**config.mk**
```make
export PLATFORM = sky130hd
export DESIGN_NAME = rpm_sequencer
export DESIGN_NICKNAME = d
export VERILOG_FILES = /design/src/hdl/rpm_pkg.sv /design/src/hdl/rpm_sequencer.sv /design/src/hdl/rpm_timer.sv
export SDC_FILE = /design/constraint.sdc
export NUM_CORES = 1
export LEC_CHECK = 0
export ABC_AREA = 1
export BUFFER_PORTS_ARGS = -buffer_cell sky130_fd_sc_hd__buf_4
export CORE_ASPECT_RATIO = 0.5
export CORE_UTILIZATION = 50
export DETAILED_ROUTE_END_ITERATION = 6
export PLACE_DENSITY_LB_ADDON = 0.05
export SYNTH_ARGS = -nofsm -noshare
export SYNTH_HDL_FRONTEND = slang
export SYNTH_HIERARCHICAL = 1
export SYNTH_SLANG_ARGS = --single-unit
```
**constraint.sdc**
```tcl
create_clock -name core_clk_i -period 6.2 [get_ports core_clk_i]
set_input_delay 0.62 -clock core_clk_i [delete_from_list [all_inputs] [get_ports core_clk_i]]
set_output_delay 0.62 -clock core_clk_i [all_outputs]
set_load 0.05 [all_outputs]
```
**src/hdl/rpm_pkg.sv**
```systemverilog
// package: constants and types for the reader power mode sequencer
package rpm_pkg;
  localparam int unsigned RPM_CLK_PERIOD_NS = 8;
  localparam int unsigned RPM_SLEEP_NS = 1500000;
  localparam int unsigned RPM_STARTUP_NS = 4800000;
  localparam int unsigned RPM_CONFIRM_NS = 100000;
  localparam int unsigned RPM_STBY_EXIT_NS = 100000;
  localparam int unsigned RPM_MODE_STEP_NS = 25000;
  localparam int unsigned RPM_SLEEP_CYC =
    (RPM_SLEEP_NS + RPM_CLK_PERIOD_NS - 1) / RPM_CLK_PERIOD_NS;
  localparam int unsigned RPM_STARTUP_CYC =
    (RPM_STARTUP_NS + RPM_CLK_PERIOD_NS - 1) / RPM_CLK_PERIOD_NS;
  localparam int unsigned RPM_CONFIRM_CYC = RPM_CONFIRM_NS / RPM_CLK_PERIOD_NS;
  localparam int unsigned RPM_STBY_EXIT_CYC = RPM_STBY_EXIT_NS / RPM_CLK_PERIOD_NS;
  localparam int unsigned RPM_MODE_STEP_CYC = RPM_MODE_STEP_NS / RPM_CLK_PERIOD_NS;
  localparam int unsigned RPM_TMR_W = 20;
  localparam int unsigned RPM_CTRL_W = 8;
  localparam int unsigned RPM_BIT_STANDBY = 7;
  localparam int unsigned RPM_BIT_FULL_RF = 5;
  localparam int unsigned RPM_BIT_RX_ONLY = 1;
  localparam int unsigned RPM_BIT_SUPPLY_5V = 0;
  typedef enum logic [2:0] {
    ST_PD = 3'h0,
    ST_SLEEP_UP = 3'h1,
    ST_SLEEP = 3'h2,
    ST_STARTUP = 3'h3,
    ST_CONFIRM = 3'h4,
    ST_ACTIVE = 3'h5
  } rpm_state_t;
  typedef enum logic [1:0] {
    MD_RF_OFF = 2'h0,
    MD_RX_ONLY = 2'h1,
    MD_FULL = 2'h2,
    MD_STANDBY = 2'h3
  } rpm_mode_t;
endpackage : rpm_pkg

```
**src/hdl/rpm_sequencer.sv**
```systemverilog
// module: power state sequencer for the reader front end
// Summary of operation
// - both enables low: everything off except supply_5v_sel_o, which follows bit 0
// - wake only: host supply and auxiliary clock
// - wake rising edge starts regulators and oscillator
// - hold start-up until settled, then switch clock
// - no main enable 100 us after switch: power-down
// - main enable during start-up keeps device active
// - active modes chosen only from control bits
// - bit 7: standby, RF off, 100 us exit
// - bits 7,5,1 clear: RF off, 25 us recovery
// - bit 1 only: receiver powered, transmitter off
// - bit 5 with bit 7 clear: transmitter and receiver powered
`timescale 1ns/1ps
module rpm_sequencer
  import rpm_pkg::*;
#(
  parameter int unsigned SLEEP_CYC = RPM_SLEEP_CYC,
  parameter int unsigned STARTUP_CYC = RPM_STARTUP_CYC,
  parameter int unsigned CONFIRM_CYC = RPM_CONFIRM_CYC,
  parameter int unsigned STBY_EXIT_CYC = RPM_STBY_EXIT_CYC
) (
  input wire logic core_clk_i,
  input wire logic reset_n_i,
  input wire logic main_enable_i,
  input wire logic secondary_wake_pin_i,
  input wire logic regs_settled_i,
  input wire logic osc_stable_i,
  input wire logic [RPM_CTRL_W-1:0] chip_ctrl_i,
  output logic regulator_en_o,
  output logic osc_en_o,
  output logic host_supply_o,
  output logic aux_clk_o,
  output logic hf_clk_o,
  output logic tx_power_o,
  output logic rx_power_o,
  output logic standby_o,
  output logic supply_5v_sel_o
);
  logic main_m_q, main_s_q, wake_m_q, wake_s_q, wake_d1_q;
  logic sett_m_q, sett_s_q, osc_m_q, osc_s_q;
  logic wake_rise, wake_start_q, tmr_done, tmr_load, mode_load;
  logic [RPM_TMR_W-1:0] tmr_val, mode_val;
  rpm_state_t state_q, state_d;
  rpm_mode_t req_mode, target_q, applied_q;

  // input synchronisers
  always_ff @(posedge core_clk_i or negedge reset_n_i)
  begin
    if (!reset_n_i)
    begin
      {main_m_q, main_s_q, wake_m_q, wake_s_q, wake_d1_q} <= 5'h0;
      {sett_m_q, sett_s_q, osc_m_q, osc_s_q} <= 4'h0;
    end
    else
    begin
      main_m_q <= main_enable_i;
      main_s_q <= main_m_q;
      wake_m_q <= secondary_wake_pin_i;
      wake_s_q <= wake_m_q;
      wake_d1_q <= wake_s_q;
      sett_m_q <= regs_settled_i;
      sett_s_q <= sett_m_q;
      osc_m_q <= osc_stable_i;
      osc_s_q <= osc_m_q;
    end
  end

  assign wake_rise = wake_s_q && !wake_d1_q;

  // regulators and oscillator powered in this state
  function automatic logic rpm_core_on(input rpm_state_t st);
    rpm_core_on = st inside {ST_STARTUP, ST_CONFIRM, ST_ACTIVE};
  endfunction : rpm_core_on

  // requested active mode from control bits
  always_comb
  begin
    if (chip_ctrl_i[RPM_BIT_STANDBY])
      req_mode = MD_STANDBY;
    else if (chip_ctrl_i[RPM_BIT_FULL_RF])
      req_mode = MD_FULL;
    else if (chip_ctrl_i[RPM_BIT_RX_ONLY])
      req_mode = MD_RX_ONLY;
    else
      req_mode = MD_RF_OFF;
  end

  // next state and timer load on entry
  always_comb
  begin
    state_d = state_q;
    case (state_q)
      ST_PD:
      begin
        if (wake_rise || main_s_q)
          state_d = ST_STARTUP;
        else if (wake_s_q)
          state_d = ST_SLEEP_UP;
      end
      ST_SLEEP_UP:
      begin
        if (main_s_q)
          state_d = ST_STARTUP;
        else if (!wake_s_q)
          state_d = ST_PD;
        else if (tmr_done)
          state_d = ST_SLEEP;
      end
      ST_SLEEP:
      begin
        if (main_s_q)
          state_d = ST_STARTUP;
        else if (!wake_s_q)
          state_d = ST_PD;
      end
      ST_STARTUP:
      begin
        if (!main_s_q && !wake_start_q)
          state_d = ST_PD;
        else if (sett_s_q && osc_s_q && tmr_done)
          state_d = main_s_q ? ST_ACTIVE : ST_CONFIRM;
      end
      ST_CONFIRM:
      begin
        if (main_s_q)
          state_d = ST_ACTIVE;
        else if (tmr_done)
          state_d = ST_PD;
      end
      ST_ACTIVE:
      begin
        if (!main_s_q)
          state_d = wake_s_q ? ST_SLEEP_UP : ST_PD;
      end
      default: state_d = ST_PD;
    endcase
  end

  always_comb
  begin
    case (state_d)
      ST_SLEEP_UP: tmr_val = RPM_TMR_W'(SLEEP_CYC);
      ST_STARTUP: tmr_val = RPM_TMR_W'(STARTUP_CYC);
      ST_CONFIRM: tmr_val = RPM_TMR_W'(CONFIRM_CYC);
      default: tmr_val = '0;
    endcase
  end

  assign mode_load = (state_q == ST_ACTIVE) && (req_mode != target_q);
  assign mode_val = (target_q == MD_STANDBY) ? RPM_TMR_W'(STBY_EXIT_CYC)
    : RPM_TMR_W'(RPM_MODE_STEP_CYC);
  assign tmr_load = (state_d != state_q) || mode_load;

  rpm_timer #(
    .W(RPM_TMR_W)
  ) u_timer (
    .core_clk_i(core_clk_i),
    .reset_n_i(reset_n_i),
    .load_i(tmr_load),
    .load_val_i((state_d != state_q) ? tmr_val : mode_val),
    .done_o(tmr_done)
  );

  // state register and wake-start memory
  always_ff @(posedge core_clk_i or negedge reset_n_i)
  begin
    if (!reset_n_i)
    begin
      state_q <= ST_PD;
      wake_start_q <= 1'b0;
    end
    else
    begin
      state_q <= state_d;
      if (state_q != ST_STARTUP && state_d == ST_STARTUP)
        wake_start_q <= !main_s_q;
    end
  end

  // active mode tracking with transition delay
  always_ff @(posedge core_clk_i or negedge reset_n_i)
  begin
    if (!reset_n_i)
    begin
      target_q <= MD_RF_OFF;
      applied_q <= MD_RF_OFF;
    end
    else if (state_q != ST_ACTIVE)
    begin
      target_q <= MD_RF_OFF;
      applied_q <= MD_RF_OFF;
    end
    else if (mode_load)
    begin
      target_q <= req_mode;
    end
    else if (tmr_done)
    begin
      applied_q <= target_q;
    end
  end

  // registered outputs
  always_ff @(posedge core_clk_i or negedge reset_n_i)
  begin
    if (!reset_n_i)
    begin
      {regulator_en_o, osc_en_o, host_supply_o, aux_clk_o, hf_clk_o} <= 5'h0;
      {tx_power_o, rx_power_o, standby_o, supply_5v_sel_o} <= 4'h0;
    end
    else
    begin
      regulator_en_o <= rpm_core_on(state_q);
      osc_en_o <= rpm_core_on(state_q);
      host_supply_o <= state_q != ST_PD;
      aux_clk_o <= state_q inside {ST_SLEEP, ST_STARTUP};
      hf_clk_o <= state_q inside {ST_CONFIRM, ST_ACTIVE};
      tx_power_o <= (state_q == ST_ACTIVE) && (applied_q == MD_FULL);
      rx_power_o <= (state_q == ST_ACTIVE)
        && (applied_q == MD_FULL || applied_q == MD_RX_ONLY);
      standby_o <= (state_q == ST_ACTIVE) && (applied_q == MD_STANDBY);
      supply_5v_sel_o <= chip_ctrl_i[RPM_BIT_SUPPLY_5V];
    end
  end
endmodule : rpm_sequencer

```
**src/hdl/rpm_timer.sv**
```systemverilog
// module: loadable down counter for sequencer delays
`timescale 1ns/1ps
module rpm_timer #(
  parameter int unsigned W = 20
) (
  input wire logic core_clk_i,
  input wire logic reset_n_i,
  input wire logic load_i,
  input wire logic [W-1:0] load_val_i,
  output logic done_o
);
  logic [W-1:0] cnt_q;

  always_ff @(posedge core_clk_i or negedge reset_n_i)
  begin
    if (!reset_n_i)
    begin
      cnt_q <= '0;
    end
    else if (load_i)
    begin
      cnt_q <= load_val_i;
    end
    else if (cnt_q != '0)
    begin
      cnt_q <= cnt_q - W'(1);
    end
  end

  assign done_o = (cnt_q == '0);
endmodule : rpm_timer

```
==> flow_metrics.tcl <==
set metrics [dict create \
    finalWirelength_um 5490 \
    routabilityCongestion 0.803 \
    fin_util_pct 58.8 \
    diodes 0 \
    io_pins 23 \
    antenna_found_initial 0 \
    grt_max_degree 46 \
    drc 0 \
    via_per_inst 4.93 \
    vias 2275 \
    die-area_um2 5620 \
    tightest_slew_ns 0.943 \
    cts_resized 0 \
    hpwl_um 3950 \
    io_buffers 18 \
    drive_gt1_share_pct 13.6 \
    layout_min_cycle_time_ns 3.82 \
    root_buffer "clkbuf_8" \
    peakVddDrop_uv 225 \
    areaGrowthSynthToFinish_pct 11.2 \
    nets 409 \
    synth_cell_types 29 \
    synth_area_leader_cell "dfrtp_1" \
    synth-async-reset-ratio_pct 100 \
    holdCritPathClass "in -> async" \
    start_util_pct 52.9 \
    wl_per_cell_um 11.9 \
    holdWs_ns 0.305 \
    fp-row-count 18 \
    synth_commonest_cells "138 x nand2_1, 45 x dfrtp_1, 42 x inv_1" \
    clock_sinks 45 \
    period_share_pct 61.5 \
    leakage_nw 1.60 \
    skew_ns 0.00570 \
    drt_iter0_markers 92 \
    endpoint_kind "flop" \
    dr.pass1.iters 4 \
    cts_buffers 5 \
    postCtsSetupBuffers 0 \
    status "finished, final reports clean" \
    path_class "reg -> reg" \
    synth_warnings 6 \
    max-cap-violations 0 \
    final_hold_viol_count 0 \
    ys_seq_area_share_pct 42.4 \
    crit_path_max_fanout 25 \
    grt-ovfl-total 0 \
    grt_pass1_wl_um 9430 \
    grt_pass1_vias 2087 \
    place_ws_ns 2.45 \
    yosysMostFrequentCell "nand2_1" \
    setup_slack_ns 2.38 \
    synthCells 371 \
    synth_top_area_share_pct 42.4 \
    die_w_um 105 \
    path_clk_slew_ns 0.09 \
    grt_usage_pct 22.2 \
    synth_flop_cell "dfrtp_1" \
    clkLatencyLatePin_ns 0.31 \
    rsz0062_at_grt "no" \
    die_h_um 53.5 \
    final_antenna_net_count 0 \
    start_kind "flop" \
    cts-hold-fix-buffers 0 \
    critical_path_required_ns 6.39 \
    tritoncts "yes" \
    ys_top_cells_by_area "dfrtp_1 42%, nand2_1 20%, inv_1 5.9%" \
    finalSetupViolCount 0 \
    max_freq_mhz 262 \
    synth_edf_count 0 \
    core_um2 5020 \
    p_per_area_nw_per_um2 508 \
    ys_seq_elements 45 \
    cp.arrival_ns 4.01 \
    avgSynthCellArea_um2 7.16 \
    reg2regPathDepth 16 \
    tns_ns 0 \
    slew_violations 0 \
    cts_buffer_depth 2 \
    htree_levels 2 \
    syn_area_um2 2660 \
    slew_headroom_pct 36.9 \
]
==> area by class of cell <==
| type | instances | area [µm²] |
|---|---|---|
| clock inverters | 2 | 38.8 |
| multi-input cells | 275 | 1320 |
| clock buffers | 5 | 68.8 |
| fillers | 473 | 2070 |
| flip-flops and latches | 45 | 1130 |
| inverters | 46 | 175 |
| well taps | 70 | 87.6 |
| repair buffers | 18 | 135 |
==> cells by family (layout without fill, tap and decap cells) <==
family | after synthesis | in the layout | synth area share [%]
DFF | 45 | 45 | 42.4
other | 1 | 2 | 0.141
adders and majority gates | 4 | 4 | 1.89
and+or+nand+nor | 242 | 242 | 41.4
buffers and inverters | 52 | 71 | 8.01
AOI/OAI and AO/OA | 20 | 20 | 3.86
xor gates and xnor gates | 7 | 7 | 2.31
==> through the flow <==
step                      area, µm²  cells  total power (W)
after floorplan                2660    372          0.00111
after global placement         2840    454          0.00126
after detailed placement       2840    454          0.00127
after CTS                      2950    461          0.00151
after global routing           2950    461          0.00166
final                          2950    461          0.00150
==> flip-flops by register name (all words and copies together) (netlist names) <==
register / count
wake_s_q: 1
main_m_q: 1
tx_power_o: 1
hf_clk_o: 1
wake_d1_q: 1
aux_clk_o: 1
host_supply_o: 1
u_timer/cnt_q: 20
target_q: 2
sett_s_q: 1
standby_o: 1
wake_start_q: 1
applied_q: 2
wake_m_q: 1
osc_s_q: 1
state_q: 3
supply_5v_sel_o: 1
osc_en_o: 1
main_s_q: 1
rx_power_o: 1
osc_m_q: 1
sett_m_q: 1
==> worst max-delay path, stage by stage, from the launching register on <==
cell and delay [ns]:
dfrtp_1 0.39, inv_1 0.13, ha_1 0.19, nand2_1 0.08, nor4_1 0.24, and3_1 0.39, nand3_1 0.20, nand2_1 0.10
nand2_1 0.05, nand2_1 0.15, nand3_1 0.14, nand2_4 0.12, nand3_1 0.67, inv_1 0.45, nand4_1 0.22, nand2_1 0.10
o21ai_0 0.08
==> cells in the final DEF (no fill, tap or decap), types with 2 or more instances in the layout <==
cell type	n
buf_4	18
clkbuf_8	5
conb_1	2
dfrtp_1	45
ha_1	4
inv_1	42
inv_2	3
nand2_1	138
nand2_2	7
nand2_4	4
nand3_1	27
nand3b_1	3
nand4_1	8
nor2_1	37
nor2_2	6
nor2_4	5
nor3_1	3
o21ai_0	12
o21ai_1	6
xnor2_1	3
xor2_1	4
==> where the power goes <==
part	switching, W	internal [W]	leakage (nW)
clock network	0.000107	0.000119	0.0546
logic	0.000556	0.000261	0.986
registers	0.0000784	0.000378	0.564
total	0.000741	0.000758	1.60
==> layer usage <==
layer,up-vias,track usage [%],share of wire (%)
li1,1183,-,-
met1,1035,28.8,50
met2,51,38.4,44
met3,6,5.54,5.6
met4,0,5.16,0.73
met5,-,0,0
==> worst paths after layout <==
check                                          to             start  slack [ns]
worst min-delay path            u_timer/cnt_q[17]         reset_n_i        0.31
min in group core_clk_i                  sett_s_q          sett_m_q        0.35
worst max register to register   u_timer/cnt_q[1]  u_timer/cnt_q[0]        2.38
max in group asynchronous                sett_m_q         reset_n_i        5.50
worst min register to register           sett_s_q          sett_m_q        0.35
worst max-delay path             u_timer/cnt_q[1]  u_timer/cnt_q[0]        2.38
No activity file was read; power rests on OpenSTA's default activity.
